`src/ppgd_pkg.sv`:
```
// Package for the push-pull gate drive sequencer: timing constants and states.
// Assumes a single 125 MHz core clock.
`default_nettype none
package ppgd_pkg;

  localparam int CLK_PERIOD_NS = 8;

  // Dead time, low-frequency and high-frequency variants
  localparam int DEAD_TIME_LF_NS  = 115;
  localparam int DEAD_TIME_HF_NS  = 90;
  localparam int DEAD_TIME_LF_CYC = (DEAD_TIME_LF_NS + CLK_PERIOD_NS - 1) / CLK_PERIOD_NS;
  localparam int DEAD_TIME_HF_CYC = (DEAD_TIME_HF_NS + CLK_PERIOD_NS - 1) / CLK_PERIOD_NS;

  // External clock fail timeout window, 10 to 25 us; counted at the least figure
  localparam int EXT_FAIL_MIN_US  = 10;
  localparam int EXT_FAIL_MAX_US  = 25;
  localparam int EXT_FAIL_CYC     = (EXT_FAIL_MIN_US * 1000 + CLK_PERIOD_NS - 1) / CLK_PERIOD_NS;

  // Soft-start period, 1 to 8 ms; nominal ramp taken at the least figure
  localparam int SOFT_START_MIN_MS = 1;
  localparam int SOFT_START_MAX_MS = 8;
  localparam int SOFT_START_CYC    = (SOFT_START_MIN_MS * 1000000 + CLK_PERIOD_NS - 1)
                                     / CLK_PERIOD_NS;

  // Internal oscillator half-period (core cycles) and spread range
  localparam int OSC_HALF_LF_CYC = 391;
  localparam int OSC_HALF_HF_CYC = 148;
  localparam int SPREAD_SPAN     = 32;

  // Soft-start duty resolution
  localparam int RAMP_BITS = 8;

  // Valid external edges counted before the next one makes external clock trusted
  localparam int EXT_LOCK_EDGES = 4;

  typedef enum logic [1:0] {
    PPGD_IDLE,
    PPGD_DEAD,
    PPGD_DRIVE
  } ppgd_state_t;

endpackage : ppgd_pkg
`default_nettype wire

```
`src/ppgd_dead_time.sv`:
```
// Break-before-make stage: turns a phase toggle into two gates with dead time.
// Assumes phase changes no faster than the dead time plus one cycle.
`timescale 1ns/1ns
`default_nettype none
module ppgd_dead_time
  import ppgd_pkg::*;
#(
  parameter int DEAD_CYC = DEAD_TIME_LF_CYC
) (
  input  wire logic core_clk,
  input  wire logic rst_n,
  input  wire logic run,
  input  wire logic phase,
  output logic      gate_a,
  output logic      gate_b,
  output logic      in_dead
);

  localparam int CW = $clog2(DEAD_CYC + 1);

  ppgd_state_t   state_q, state_d;
  logic [CW-1:0] cnt_q,   cnt_d;
  logic          ph_q,    ph_d;
  logic          ga_q,    ga_d;
  logic          gb_q,    gb_d;

  always_comb begin
    state_d = state_q;
    cnt_d   = cnt_q;
    ph_d    = ph_q;
    ga_d    = 1'b0;
    gb_d    = 1'b0;
    case (state_q)
      PPGD_IDLE: begin
        if (run) begin
          state_d = PPGD_DEAD;
          cnt_d   = CW'(DEAD_CYC);
          ph_d    = phase;
        end
      end
      PPGD_DEAD: begin
        // Both low before either goes high
        if (cnt_q > CW'(1)) begin
          cnt_d = cnt_q - CW'(1);
        end else begin
          state_d = PPGD_DRIVE;
          ga_d    = ~ph_q;
          gb_d    = ph_q;
        end
      end
      PPGD_DRIVE: begin
        ga_d = ~ph_q;
        gb_d = ph_q;
        // Any phase change opens a full dead time first
        if (phase != ph_q) begin
          state_d = PPGD_DEAD;
          cnt_d   = CW'(DEAD_CYC);
          ph_d    = phase;
          ga_d    = 1'b0;
          gb_d    = 1'b0;
        end
      end
      default: state_d = PPGD_IDLE;
    endcase
    if (!run) begin
      // Both gates low while stopped
      state_d = PPGD_IDLE;
      ga_d    = 1'b0;
      gb_d    = 1'b0;
    end
  end

  always_ff @(posedge core_clk) begin
    if (!rst_n) begin
      state_q <= PPGD_IDLE;
      cnt_q   <= '0;
      ph_q    <= 1'b0;
      ga_q    <= 1'b0;
      gb_q    <= 1'b0;
    end else begin
      state_q <= state_d;
      cnt_q   <= cnt_d;
      ph_q    <= ph_d;
      ga_q    <= ga_d;
      gb_q    <= gb_d;
    end
  end

  assign gate_a  = ga_q;
  assign gate_b  = gb_q;
  assign in_dead = (state_q != PPGD_DRIVE);

endmodule : ppgd_dead_time
`default_nettype wire

```
`src/ppgd_sequencer.sv`:
```
// Push-pull gate drive sequencer: clock select, divide by two, soft start,
// output enables for two open-drain drains.
// Assumes enable, ext clock and supply flags are already synchronous to core_clk.
//
// Operation
// - Divide selected clock by two, complementary gates.
// - Dead time before either gate rises.
// - External clock rising edge toggles divider.
// - Lost external clock falls back to internal.
// - Internal oscillator frequency is spread.
// - No spreading while external clock used.
// - Soft-start ramp on power-up and enable rise.
// - Disabled or undervoltage tri-states both drains.
// - Enable pulled low, undriven means disabled.
// - Start oscillator once supply reaches start level.
// - Ext clock pulled down, absent when invalid.
`timescale 1ns/1ns
`default_nettype none
module ppgd_sequencer
  import ppgd_pkg::*;
#(
  parameter bit HIGH_FREQ     = 1'b0,
  parameter int EXT_FAIL_CNT  = EXT_FAIL_CYC,
  parameter int SOFT_CNT      = SOFT_START_CYC
) (
  input  wire logic core_clk,
  input  wire logic rst_n,
  input  wire logic enable_in,
  input  wire logic ext_clk_in,
  input  wire logic supply_start_ok,
  input  wire logic supply_above_lockout,
  output logic      drain_out_a,
  output logic      drain_out_a_oe,
  output logic      drain_out_b,
  output logic      drain_out_b_oe,
  output logic      ext_clock_active,
  output logic      soft_start_busy,
  output logic      enable_pull_down,
  output logic      ext_clk_pull_down
);

  localparam int OSC_HALF   = HIGH_FREQ ? OSC_HALF_HF_CYC : OSC_HALF_LF_CYC;
  localparam int DEAD_CYC   = HIGH_FREQ ? DEAD_TIME_HF_CYC : DEAD_TIME_LF_CYC;
  localparam int OW         = $clog2(OSC_HALF + SPREAD_SPAN + 1);
  localparam int FW         = $clog2(EXT_FAIL_CNT + 1);
  localparam int SW         = $clog2(SOFT_CNT + 1);
  localparam int LW         = $clog2(EXT_LOCK_EDGES + 1);
  localparam int STEP_CYC   = (SOFT_CNT >> RAMP_BITS) > 0 ? (SOFT_CNT >> RAMP_BITS) : 1;
  localparam int FLIP_GAP   = 2 * DEAD_CYC + 2;
  localparam int HW         = $clog2(FLIP_GAP + 1);

  ////////////////////////////////////////////////////////////////////////////
  // Power and enable state

  logic run;
  logic en_q, en_d;
  logic up_q, up_d;

  // Enable pin pulled low inside; undriven level reads as low
  assign enable_pull_down  = 1'b1;
  // Ext clock pin pulled low inside so a floating pin gives no edges
  assign ext_clk_pull_down = 1'b1;

  always_comb begin
    up_d = up_q;
    // Start at the upper threshold, lock out below the lower one
    if (!supply_above_lockout) begin
      up_d = 1'b0;
    end else if (supply_start_ok) begin
      up_d = 1'b1;
    end
    en_d = enable_in;
  end

  always_ff @(posedge core_clk) begin
    if (!rst_n) begin
      up_q <= 1'b0;
      en_q <= 1'b0;
    end else begin
      up_q <= up_d;
      en_q <= en_d;
    end
  end

  assign run = up_q & enable_in;

  ////////////////////////////////////////////////////////////////////////////
  // Internal oscillator with spread spectrum

  logic [OW-1:0] osc_cnt_q, osc_cnt_d;
  logic [4:0]    lfsr_q,    lfsr_d;
  logic          osc_tick;
  logic          use_ext;

  always_comb begin
    osc_cnt_d = osc_cnt_q + OW'(1);
    lfsr_d    = lfsr_q;
    osc_tick  = 1'b0;
    if (!run) begin
      osc_cnt_d = '0;
    end else if (osc_cnt_q >= OW'(OSC_HALF) + (use_ext ? OW'(0) : OW'(lfsr_q))) begin
      // Half period dithered by a pseudo-random offset
      osc_tick  = 1'b1;
      osc_cnt_d = '0;
      lfsr_d    = {lfsr_q[3:0], lfsr_q[4] ^ lfsr_q[2]};
    end
  end

  always_ff @(posedge core_clk) begin
    if (!rst_n) begin
      osc_cnt_q <= '0;
      lfsr_q    <= 5'h01;
    end else begin
      osc_cnt_q <= osc_cnt_d;
      lfsr_q    <= lfsr_d;
    end
  end

  ////////////////////////////////////////////////////////////////////////////
  // External clock detection and fail-safe

  logic          ext_prev_q, ext_prev_d;
  logic [FW-1:0] fail_q,     fail_d;
  logic [LW-1:0] lock_q,     lock_d;
  logic          use_q,      use_d;
  logic          ext_rise;

  assign ext_rise = ext_clk_in & ~ext_prev_q;

  always_comb begin
    ext_prev_d = ext_clk_in;
    fail_d     = fail_q;
    lock_d     = lock_q;
    use_d      = use_q;
    if (!run) begin
      fail_d = '0;
      lock_d = '0;
      use_d  = 1'b0;
    end else if (ext_rise) begin
      fail_d = '0;
      if (lock_q < LW'(EXT_LOCK_EDGES)) begin
        lock_d = lock_q + LW'(1);
      end else begin
        use_d = 1'b1;
      end
    end else if (fail_q >= FW'(EXT_FAIL_CNT)) begin
      // No edge for the timeout: back to internal oscillator
      lock_d = '0;
      use_d  = 1'b0;
    end else begin
      fail_d = fail_q + FW'(1);
    end
  end

  always_ff @(posedge core_clk) begin
    if (!rst_n) begin
      ext_prev_q <= 1'b0;
      fail_q     <= '0;
      lock_q     <= '0;
      use_q      <= 1'b0;
    end else begin
      ext_prev_q <= ext_prev_d;
      fail_q     <= fail_d;
      lock_q     <= lock_d;
      use_q      <= use_d;
    end
  end

  assign use_ext          = use_q;
  assign ext_clock_active = use_q;

  ////////////////////////////////////////////////////////////////////////////
  // Divide by two

  logic          phase_q, phase_d;
  logic [HW-1:0] hold_q,  hold_d;
  logic          flip_req;

  // Toggle request from whichever source is selected
  assign flip_req = use_ext ? ext_rise : osc_tick;

  always_comb begin
    phase_d = phase_q;
    hold_d  = hold_q;
    if (hold_q < HW'(FLIP_GAP)) begin
      hold_d = hold_q + HW'(1);
    end
    if (!run) begin
      // Known phase on every restart
      phase_d = 1'b0;
      hold_d  = '0;
    end else if (flip_req && (hold_q >= HW'(FLIP_GAP))) begin
      // Toggle per selected edge; handover leaves phase intact
      // Edges less than two dead times plus three cycles apart are dropped, so an out-of-range
      // clock can never cut a pulse below one dead time
      phase_d = ~phase_q;
      hold_d  = '0;
    end
  end

  always_ff @(posedge core_clk) begin
    if (!rst_n) begin
      phase_q <= 1'b0;
      hold_q  <= '0;
    end else begin
      phase_q <= phase_d;
      hold_q  <= hold_d;
    end
  end

  ////////////////////////////////////////////////////////////////////////////
  // Soft start: gate duty ramps from zero to full

  logic [SW-1:0]        step_q, step_d;
  logic [RAMP_BITS-1:0] level_q, level_d;
  logic [RAMP_BITS-1:0] pwm_q, pwm_d;
  logic                 ramping;
  logic                 gate_a, gate_b;
  logic                 pwm_on;

  assign ramping = ~(&level_q);

  always_comb begin
    step_d  = step_q;
    level_d = level_q;
    pwm_d   = pwm_q + RAMP_BITS'(1);
    // Restart ramp on power-up and each enable rise
    if (!run || (enable_in && !en_q)) begin
      step_d  = '0;
      level_d = '0;
      pwm_d   = '0;
    end else if (ramping) begin
      if (step_q >= SW'(STEP_CYC - 1)) begin
        step_d  = '0;
        level_d = level_q + RAMP_BITS'(1);
      end else begin
        step_d = step_q + SW'(1);
      end
    end
  end

  always_ff @(posedge core_clk) begin
    if (!rst_n) begin
      step_q  <= '0;
      level_q <= '0;
      pwm_q   <= '0;
    end else begin
      step_q  <= step_d;
      level_q <= level_d;
      pwm_q   <= pwm_d;
    end
  end

  // Chopping only trims on-time, never dead time
  assign pwm_on          = ~ramping | (pwm_q < level_q);
  assign soft_start_busy = run & ramping;

  ////////////////////////////////////////////////////////////////////////////
  // Break-before-make and output stage

  ppgd_dead_time #(
    .DEAD_CYC (DEAD_CYC)
  ) u_dead_time (
    .core_clk (core_clk),
    .rst_n    (rst_n),
    .run      (run),
    .phase    (phase_q),
    .gate_a   (gate_a),
    .gate_b   (gate_b),
    .in_dead  ()
  );

  logic oa_q, oa_d;
  logic ob_q, ob_d;

  always_comb begin
    oa_d = run & gate_a & pwm_on;
    ob_d = run & gate_b & pwm_on;
  end

  always_ff @(posedge core_clk) begin
    if (!rst_n) begin
      oa_q <= 1'b0;
      ob_q <= 1'b0;
    end else begin
      oa_q <= oa_d;
      ob_q <= ob_d;
    end
  end

  // Open drain: pull low when the switch conducts, released otherwise
  assign drain_out_a    = 1'b0;
  assign drain_out_b    = 1'b0;
  assign drain_out_a_oe = oa_q;
  assign drain_out_b_oe = ob_q;

endmodule : ppgd_sequencer
`default_nettype wire

```
`config.mk`:
```
export PLATFORM = sky130hd
export DESIGN_NAME = ppgd_sequencer
export DESIGN_NICKNAME = d
export VERILOG_FILES = /design/src/ppgd_pkg.sv /design/src/ppgd_dead_time.sv /design/src/ppgd_sequencer.sv
export SDC_FILE = /design/constraint.sdc
export NUM_CORES = 1
export LEC_CHECK = 0
export BUFFER_PORTS_ARGS = -buffer_cell sky130_fd_sc_hd__buf_2
export CAP_MARGIN = 5
export CORE_MARGIN = 8
export CORE_UTILIZATION = 50
export DETAILED_ROUTE_END_ITERATION = 16
export GPL_ROUTABILITY_DRIVEN = 1
export PLACE_DENSITY = 0.66
export SETUP_SLACK_MARGIN = 0.1
export SYNTH_ARGS = -nofsm -noshare
export SYNTH_HDL_FRONTEND = slang
export SYNTH_HIERARCHICAL = 1
export SYNTH_SLANG_ARGS = --single-unit
```
`constraint.sdc`:
```
create_clock -name core_clk -period 8.2 [get_ports core_clk]
set_input_delay 0.41 -clock core_clk [delete_from_list [all_inputs] [get_ports core_clk]]
set_output_delay 0.41 -clock core_clk [all_outputs]
set_load 0.005 [all_outputs]
```
==> results of run 1 <==
-- final cells by class --
type | count | area (µm²)
Timing Repair Buffer | 9 | 45.0
Inverter | 23 | 86.3
Clock inverter | 5 | 53.8
Tap cell | 105 | 131
Fill cell | 779 | 3700
Multi-Input combinational cell | 369 | 2410
Sequential cell | 83 | 1660
Clock buffer | 11 | 131
-- power by group through the flow --
stage / clock (µW) / sequential [µW] / combinational [µW]
3_3_place_gp: 0 / 417 / 16.7
4_1_cts: 290 / 408 / 17.3
5_1_grt: 304 / 408 / 19.3
6_report: 280 / 408 / 17.2
3_5_place_dp: 0 / 417 / 17.3
2_1_floorplan: 0 / 416 / 14.1
-- registers in the layout (all words and copies together) (netlist names), 2 cells and up --
name / count
fail_q: 11
hold_q: 6
level_q: 8
lfsr_q: 5
lock_q: 3
osc_cnt_q: 9
pwm_q: 8
step_q: 17
u_dead_time/cnt_q: 4
u_dead_time/state_q: 2
-- final timing paths --
| kind | endpoint | slack [ns] | depth (start not counted) |
|---|---|---|---|
| max | hold_q[1] | 5.28 | 12 |
| min | ext_prev_q | 0.30 | 2 |
| max reg2reg | hold_q[1] | 5.28 | 12 |
| min reg2reg | drain_out_b_oe | 0.47 | 2 |
-- metrics by stage --
step | total power (µW) | hold WS (ns) | setup WS, ns | cells | util (%)
2_1_floorplan | 430 | 0.436 | 5.59 | 489 | -
3_3_place_gp | 434 | 0.458 | 5.48 | 589 | 52.7
3_5_place_dp | 434 | 0.456 | 5.36 | 589 | 52.7
4_1_cts | 715 | 0.282 | 5.29 | 605 | 55.0
5_1_grt | 732 | 0.288 | 4.89 | 605 | 55.0
6_report | 705 | 0.297 | 5.28 | 605 | 55.0
-- routing by layer --
layer  GRT usage (%)  part of all wire, %  vias up
li1                -                    -     1723
met1            18.0                   50     1554
met2            22.4                   46       33
met5               0                    0        -
met3            2.40                  2.5       11
met4            5.35                  1.4        0
-- placed cells by master (no fill, tap or decap), types with 3 or more instances in the layout --
master / n
o21ai_0: 19
nand2b_1: 9
conb_1: 4
a41oi_1: 3
and2_1: 5
or3_1: 5
nor2b_1: 5
nor2_1: 52
clkbuf_8: 9
nand3b_1: 3
a211oi_1: 10
clkinv_2: 3
ha_1: 33
o211a_1: 4
nor3_1: 8
or4_1: 6
nand4_1: 10
buf_2: 9
dfxtp_1: 83
a21oi_1: 19
nand3_1: 31
xnor2_1: 14
o211ai_1: 3
xor2_1: 23
inv_1: 23
o41ai_1: 3
a31oi_1: 4
and3_1: 13
nand2_1: 44
mux2i_1: 7
==> impl_results.md, run 1 <==
* Hold path start: ext_clk_in
* Detailed placement HPWL at around 5.7 mm
* GRT Resource Usage Total at 13.9%
* CTS Buf Count at 9
* Vias in the first global route at approximately 3100
* Routed wire length at slightly below 8 mm
* Die Height at between 100 and 150 µm
* WS Path Type: flop to flop
* Largest stage delay, worst path at 0.50 ns
* Clk_lat worst skew at around 0.34 ns
* Status: completed
* Area after DPL at ~4300 µm²
* Clock tree sinks at 83
* Ys Warns at 6
* Final Instance Area at 4520 µm²
* Setup violations, final at 0
* CP required at 8.44 ns
* Largest net degree at the start of global routing at 23
* TritonRoute pass-1 iters at 4
* Sw Ratio at a little over a fifth
* Max H-tree Level at 3
* CTS max path bufs at 2
* CP startpoint kind: flop
* Clock Power Share at between 30% and 40%
* Share of cells above drive strength 1 at 6.40%
* CP endpoint kind: flop
* Tmin final at roughly 2.9 ns
* Worst slew pin tran at about 0.7 ns
* Min-delay worst type: input port to flop
* Worst R2R Start: ext_clock_active
* First-pass GRT wire length at 13.6 mm
* Max FO, Critical Path at 12
* VDD IR max at around 0.000081 V
* Buf+Inv Stages, Crit Path at 1
* Final ANT Viol Nets at 0
* Port Buffer Count at 9
* Seq pwr share at roughly 58%
* WL/cell at between 10 and 15 µm
* Combinational share of power at around 2.4%
* Mapped Area at around 4200 µm²
* Initial Util at between 50% and 60%
* Synth-to-layout area growth at 6.93%
* Pleak at about 0.0017 µW
* Setup repair bufs after CTS at 0
* Pwr per Cell Area at roughly 160 nW/µm²
* Vias at approximately 3300
* Max-Cap Viols at 0
* Initial antenna violation count at 0
* Peak Freq at approximately 0.34 GHz
* # DRC at 0
* GR Overflow Total at 0
* RSZ-0062 raised after global routing: no
* Worst Clk Skew at 0.0113 ns
* Die X-Extent at between 100 and 150 µm
* Avg Cell Area, Syn at approximately 8.7 µm²
* Fin. max-slew vios at 0
* Ant diodes at 0
* Via/cell ratio at around 5.5
* P_sw at about 150 µW
* DR iter-0 viols at 143
* Gp weighted congestion at about 0.77
* DIE AREA at 11600 µm²
* Worst Setup SP: ext_clock_active
* CTS Hold Buffers Added at 0
* Period Utilization, post-route at between 30% and 40%
* Final setup TNS at 0 ns
* Final hold violations at 0
* Slowest cell on crit path: dfxtp_1
* Core ar. at between 8000 and 9000 µm²
* Synthesized instance count at approximately 490
* PostCTS Resize Cnt at 0
* Root buf cell: clkbuf_8
* Arr. time, crit path at approximately 3.2 ns
* CTS tree: done
* CP Cell Sequence: nand2b_1 > ha_1 > inv_1 > o21ai_0 > xnor2_1 > nand2b_1 > ha_1 > a211oi_1 > nand2_1 > a41oi_1 > o21ai_0 > o31ai_1
* CP top delay family: compound AO/OA/AOI/OAI gates
* Nets@finish at 534
* Worst slew margin at 52.6%
* # IOs at 14
* Row Count at 33
* Cell-internal power at ~550 µW
* Clock-pin slew on the worst setup and hold paths at 0.08 ns
Note: power is estimated with default switching activity, not from simulation.
==> run 2, diff against run 1 <==
Settings changed: PLACE_DENSITY 0.66 to 0.69.
Clock period 8.2 ns to 2.3 ns, I/O delays scaled along.
==> run 2 against run 1 <==
Critical path type unchanged. The run now ends with setup timing left. Worst hold slack worse by 0.27 ns. Final area grew 8.2%. Highest routed layer unchanged. Clock power rose to 4.5 times the previous value. Final cell count up 3.6%. Sequential share of layout area down 2.7 points. Critical endpoint is now lfsr_q[0].
==> impl_results.md, run 2 (synthesis results as in run 1) <==
* Status: finished, violations left (was completed)
* Violated checks: setup timing
* # DRC at 0 (unchanged)
* WL/cell at 13.2 µm (was 12.9 µm)
* Reg2Reg Setup Slack at -0.04 ns (was 5.28 ns)
* Initial Util at 51.4% (unchanged)
* Worst Setup SP: ext_clock_active (unchanged)
* Final Instance Area at 4890 µm² (was 4520 µm²)
* GRT Resource Usage Total at 15.0% (was 13.9%)
* Hold path start: enable_in (was ext_clk_in)
* Row Count at 33 (unchanged)
* Setup WS post-layout at -0.0394 ns (was 5.28 ns)
* Fin. max-slew vios at 0 (unchanged)
* Worst slew margin at 66.9% (was 52.6%)
* CP endpoint kind: flop (unchanged)
* Pwr per Cell Area at 570 nW/µm² (was 156 nW/µm²)
* Share of cells above drive strength 1 at 13.8% (was 6.40%)
* Area of the multi-input gates at 2540 µm² (was 2410 µm²)
* Detailed placement HPWL at 5.88 mm (was 5.67 mm)
* CTS max path bufs at 2 (unchanged)
* Clock-pin slew on the worst setup and hold paths at 0.08 ns (about the same)
* Final hold violations at 0 (unchanged)
* Initial antenna violation count at 0 (unchanged)
* Peak Freq at 0.427 GHz (was 0.343 GHz)
* RSZ-0062 raised after global routing: yes (was no)
* Vias in the first global route at 3343 (was 3124)
* Vias at 3435 (was 3321)
* TritonRoute pass-1 iters at 4 (unchanged)
* CP startpoint kind: flop (unchanged)
* Pleak at 0.00187 µW (was 0.00170 µW)
* VDD IR max at 0.000346 V (was 0.0000810 V)
* CTS tree: done (unchanged)
* Cell mode on critical path: ha_4
* Tmin final at 2.34 ns (was 2.92 ns)
* Reg with most FFs: step_q (unchanged)
* Largest net degree at the start of global routing at 22 (was 23)
* GR Overflow Total at 0 (unchanged)
* Worst R2R Start: ext_clock_active (unchanged)
* Area after DPL at 4500 µm² (was 4330 µm²)
* CTS Buf Count at 9 (unchanged)
* Via/cell ratio at 5.48 (was 5.49)
* Clk_lat worst skew at 0.35 ns (was 0.34 ns)
* Smallest hold slack at 0.0273 ns (was 0.297 ns)
* Largest stage delay, worst path at 0.36 ns (was 0.50 ns)
* WS Path Type: flop to flop (unchanged)
* Worst Clk Skew at 0.0101 ns (was 0.0113 ns)
* Die X-Extent at 108 µm (unchanged)
* # IOs at 14 (unchanged)
* Max-Cap Viols at 0 (unchanged)
* Max H-tree Level at 3 (unchanged)
* Max reg flops at 17 (unchanged)
* CP Cell Sequence: nand2b_4 > ha_4 > inv_2 > o21ai_2 > xnor2_1 > nand2b_1 > ha_4 > a211oi_2 > nand2_2 > a41oi_4 > nor3_4 > mux2_4 (was nand2b_1 > ha_1 > inv_1 > o21ai_0 > xnor2_1 > nand2b_1 > ha_1 > a211oi_1 > nand2_1 > a41oi_1 > o21ai_0 > o31ai_1)
* Root buf cell: clkbuf_8 (unchanged)
* Synth-to-layout area growth at 15.7% (was 6.93%)
* Arr. time, crit path at 2.58 ns (was 3.16 ns)
* Final ANT Viol Nets at 0 (unchanged)
* First-pass GRT wire length at 14.6 mm (was 13.6 mm)
* Slowest cell on crit path: dfxtp_2 (was dfxtp_1)
* DIE AREA at 11600 µm² (unchanged)
* Clock tree sinks at 83 (unchanged)
* Top Registers: step_q x17, fail_q x11, osc_cnt_q x9 (unchanged)
* Die Height at 108 µm (unchanged)
* Final core utilization at 59.5% (was 55.0%)
* Port Buffer Count at 9 (unchanged)
* Setup violations, final at 6 (was 0)
* Dpl ws at -0.0778 ns (was 5.36 ns)
* Most frequent cells in the layout: dfxtp_1 (79), nor2_1 (51), nand2_1 (43) (was dfxtp_1 (83), nor2_1 (52), nand2_1 (44))
* CP required at 2.54 ns (was 8.44 ns)
* Routed wire length at 8.30 mm (was 7.80 mm)
* Max FO, Critical Path at 5 (was 12)
* Core ar. at 8220 µm² (unchanged)
* DR iter-0 viols at 129 (was 143)
* Commonest non-fill, non-tap cell in the layout: dfxtp_1 (unchanged)
* Nets@finish at 556 (was 534)
* Gp weighted congestion at 0.807 (was 0.772)
* Reg area at 1670 µm² (was 1660 µm²)
* Period Utilization, post-route at 102% (was 35.6%)
* Worst slew pin tran at 0.494 ns (was 0.708 ns)
* Fillers at 703 (was 779)
* Min-delay worst type: input port to flop (unchanged)
* Ant diodes at 0 (unchanged)
## run 2: changes by cell type in the layout (fill, tap and decap cells not counted), moves of 4 or more
cell,previous run,this run
buf_4,0,18
a211oi_1,10,6
a211oi_2,0,4
dfxtp_1,83,79
dfxtp_2,0,4
## run 2: final timing paths
path | end | cells past startpoint
max | lfsr_q[0] | 12
min | en_q | 2
max reg2reg | lfsr_q[0] | 12
min reg2reg | drain_out_b_oe | 2
## run 2: routing by layer
layer / vias to the layer above / GRT usage, % / routed length [µm] / share of wire [%]
li1: 1772 / - / - / -
met1: 1621 / 18.8 / 4020 / 48
met5: - / 0 / 0 / 0
met3: 7 / 3.89 / 259 / 3.1
met2: 35 / 25.3 / 3960 / 48
met4: 0 / 3.27 / 66 / 0.80
## run 2: stage by stage
step / TNS (ns) / cells / total power, µW
after global placement: -0.0186 / 605 / 1550
after CTS: 0 / 626 / 2820
after global routing: -1.85 / 627 / 2880
final: -0.109 / 627 / 2790
after detailed placement: -0.493 / 605 / 1550
after floorplan: -0.0531 / 489 / 1530
## run 2: layout make-up
cell class / count / share of cell area [%]
Clock inverter: 4 / 2.00
Clock buffer: 12 / 2.97
Timing Repair Buffer: 31 / 4.53
Multi-Input combinational cell: 369 / 52.0
Sequential cell: 83 / 34.1
Tap cell: 105 / 2.69
Inverter: 23 / 1.77
## run 2: repair_timing
| item | in CTS | in global routing |
|---|---|---|
| buffers inserted | 2 | 1 |
| gates resized for setup | 10 | 9 |
| pin swaps | 6 | 15 |
| setup endpoints to repair | 21 | 21 |
| endpoints found under the hold margin | 2 | 0 |
| hold buffers | 3 | 0 |
| gates cloned | 0 | 0 |
## run 2: critical path: cells and delay by family (launching register included)
| family | cells | cell delay (ns) |
|---|---|---|
| AO/OA/AOI/OAI | 3 | 0.68 |
| XOR/XNOR | 1 | 0.12 |
| adder cells (fa/ha/maj) | 2 | 0.30 |
| buffers and inverters | 1 | 0.03 |
| flip-flops | 1 | 0.36 |
| multiplexers | 1 | 0.30 |
| AND/OR/NAND/NOR | 4 | 0.42 |
## run 2: power breakdown
group | internal [µW] | total (µW) | switching (µW)
Combinational | 27.5 | 67.7 | 40.3
Sequential | 1440 | 1450 | 8.91
Clock | 753 | 1260 | 512
==> run 3, diff against run 2 <==
Settings changed: SKIP_CTS_REPAIR_TIMING from default to 1.
==> run 3 against run 2 <==
The flow still finishes with violations (setup timing). Total power is essentially flat. Sequential share of layout area grew 0.16 points. Critical path depth is the same. Clock skew shrank 0.00066 ns. Worst hold slack lost 0.00070 ns. Global-route usage shrank 0.26 points. Utilization shrank 0.18 points. Setup slack gained 0.014 ns. Combinational power is essentially flat. Via count shrank 0.47%. Final cell count shrank 0.32%.
==> impl_results.md, run 3 (synthesis results as in run 1) <==
* Status: finished, violations left (unchanged)
* Violated checks: setup timing (unchanged)
* CTS Buf Count at 9 (unchanged)
* TritonRoute pass-1 iters at 4 (unchanged)
* Detailed placement HPWL at 5.88 mm (unchanged)
* Reg with most FFs: step_q (unchanged)
* Dpl ws at -0.0778 ns (unchanged)
* Peak Freq at 0.430 GHz (was 0.427 GHz)
* Largest net degree at the start of global routing at 22 (unchanged)
* Clock-pin slew on the worst setup and hold paths at 0.08 ns (about the same)
* Placed cells at 605 (unchanged)
* CP endpoint kind: flop (unchanged)
* Vias in the first global route at 3300 (was 3343)
* Worst slew margin at 66.9% (about the same)
* DIE AREA at 11600 µm² (unchanged)
* Most frequent cells in the layout: dfxtp_1 (79), nor2_1 (52), nand2_1 (43) (was dfxtp_1 (79), nor2_1 (51), nand2_1 (43))
* Max FO, Critical Path at 5 (unchanged)
* GRT Resource Usage Total at 14.8% (was 15.0%)
* Min-delay worst type: input port to flop (unchanged)
* Top Registers: step_q x17, fail_q x11, osc_cnt_q x9 (unchanged)
* Worst slew pin tran at 0.494 ns (about the same)
* Share of cells above drive strength 1 at 13.3% (was 13.8%)
* Tmin final at 2.33 ns (was 2.34 ns)
* Nets@finish at 554 (was 556)
* Max H-tree Level at 3 (unchanged)
* # IOs at 14 (unchanged)
* DR iter-0 viols at 140 (was 129)
* Port Buffer Count at 9 (unchanged)
* VDD IR max at 0.000344 V (was 0.000346 V)
* Area after DPL at 4500 µm² (unchanged)
* Commonest non-fill, non-tap cell in the layout: dfxtp_1 (unchanged)
* Clk_lat worst skew at 0.35 ns (about the same)
* Fillers at 702 (was 703)
* First-pass GRT wire length at 14.3 mm (was 14.6 mm)
* # DRC at 0 (unchanged)
* Via/cell ratio at 5.47 (was 5.48)
* Period Utilization, post-route at 101% (was 102%)
* RSZ-0062 raised after global routing: yes (unchanged)
* Slowest cell on crit path: dfxtp_4 (was dfxtp_2)
* CTS tree: done (unchanged)
* Routed wire length at 8.27 mm (was 8.30 mm)
* Setup violations, final at 1 (was 6)
* Synth-to-layout area growth at 15.4% (was 15.7%)
* Area of the multi-input gates at 2540 µm² (about the same)
* Pleak at 0.00186 µW (was 0.00187 µW)
* Final core utilization at 59.3% (was 59.5%)
* Worst Clk Skew at 0.00942 ns (was 0.0101 ns)
* Fin. max-slew vios at 0 (unchanged)
* Die X-Extent at 108 µm (unchanged)
* Largest stage delay, worst path at 0.37 ns (was 0.36 ns)
* CP required at 2.54 ns (about the same)
* Setup WS post-layout at -0.0256 ns (was -0.0394 ns)
* Clock tree sinks at 83 (unchanged)
* Cell mode on critical path: ha_4 (unchanged)
* Vias at 3419 (was 3435)
* Final cell count without fillers at 625 (was 627)
* GR Overflow Total at 0 (unchanged)
* WL/cell at 13.2 µm (about the same)
* CP startpoint kind: flop (unchanged)
* Die Height at 108 µm (unchanged)
* Max-Cap Viols at 0 (unchanged)
* Gp weighted congestion at 0.807 (unchanged)
* Final ANT Viol Nets at 0 (unchanged)
* Ant diodes at 0 (unchanged)
* Final hold violations at 0 (unchanged)
* Root buf cell: clkbuf_8 (unchanged)
* Row Count at 33 (unchanged)
* Arr. time, crit path at 2.56 ns (was 2.58 ns)
* Initial Util at 51.4% (unchanged)
* CP Cell Sequence: nand2b_4 > ha_4 > inv_2 > o21ai_2 > xnor2_1 > nand2b_1 > ha_4 > a211oi_2 > nand2_2 > a41oi_4 > nor3_4 > mux2_4 (unchanged)
* Max reg flops at 17 (unchanged)
* Initial antenna violation count at 0 (unchanged)
* Core ar. at 8220 µm² (unchanged)
* Final Instance Area at 4870 µm² (was 4890 µm²)
* Pwr per Cell Area at 571 nW/µm² (was 570 nW/µm²)
* WS Path Type: flop to flop (unchanged)
* Reg area at 1670 µm² (about the same)
* CTS max path bufs at 2 (unchanged)
* Reg2Reg Setup Slack at -0.03 ns (was -0.04 ns)
==> run 3: through the flow <==
step                hold WS (ns)  TNS (ns)  total power [µW]
floorplan                  0.237   -0.0531              1530
global placement           0.336   -0.0186              1550
detailed placement         0.346    -0.493              1550
CTS                      -0.0321     -1.05              2810
global route              0.0289     -1.55              2880
finish                    0.0266   -0.0256              2780
==> run 3: cell type report <==
cell class / instances / share of cell area, %
clock buffers: 12 / 2.98
clock inverters: 4 / 2.00
inverters: 23 / 1.77
multi-input cells: 369 / 52.1
flip-flops and latches: 83 / 34.2
well taps: 105 / 2.70
repair buffers: 29 / 4.24
==> run 3: power by group <==
part	switching (µW)	internal [µW]
registers	8.96	1440
clock network	512	753
logic	40.3	27.4
==> run 3: per-layer routing <==
metal  GRT usage [%]  routed length [µm]  vias up
met1            18.3                4080     1608
met4            3.57                  69        0
met2            24.8                3880       36
met5               0                   0        -
met3            3.89                 242        9
li1                -                   -     1766
==> run 3: critical path: cells and delay by family (launching register included) <==
family / cells / cell delay, ns
multiplexers: 1 / 0.30
adder cells (fa/ha/maj): 2 / 0.31
XOR/XNOR: 1 / 0.12
flip-flops: 1 / 0.37
buffers and inverters: 1 / 0.03
AO/OA/AOI/OAI: 3 / 0.66
AND/OR/NAND/NOR: 4 / 0.42
==> run 3: final timing paths <==
check                startpoint             end  depth (start not counted)
max reg2reg    ext_clock_active       lfsr_q[0]                         12
max            ext_clock_active       lfsr_q[0]                         12
min reg2reg  u_dead_time/gate_b  drain_out_b_oe                          2
min                   enable_in            en_q                          2
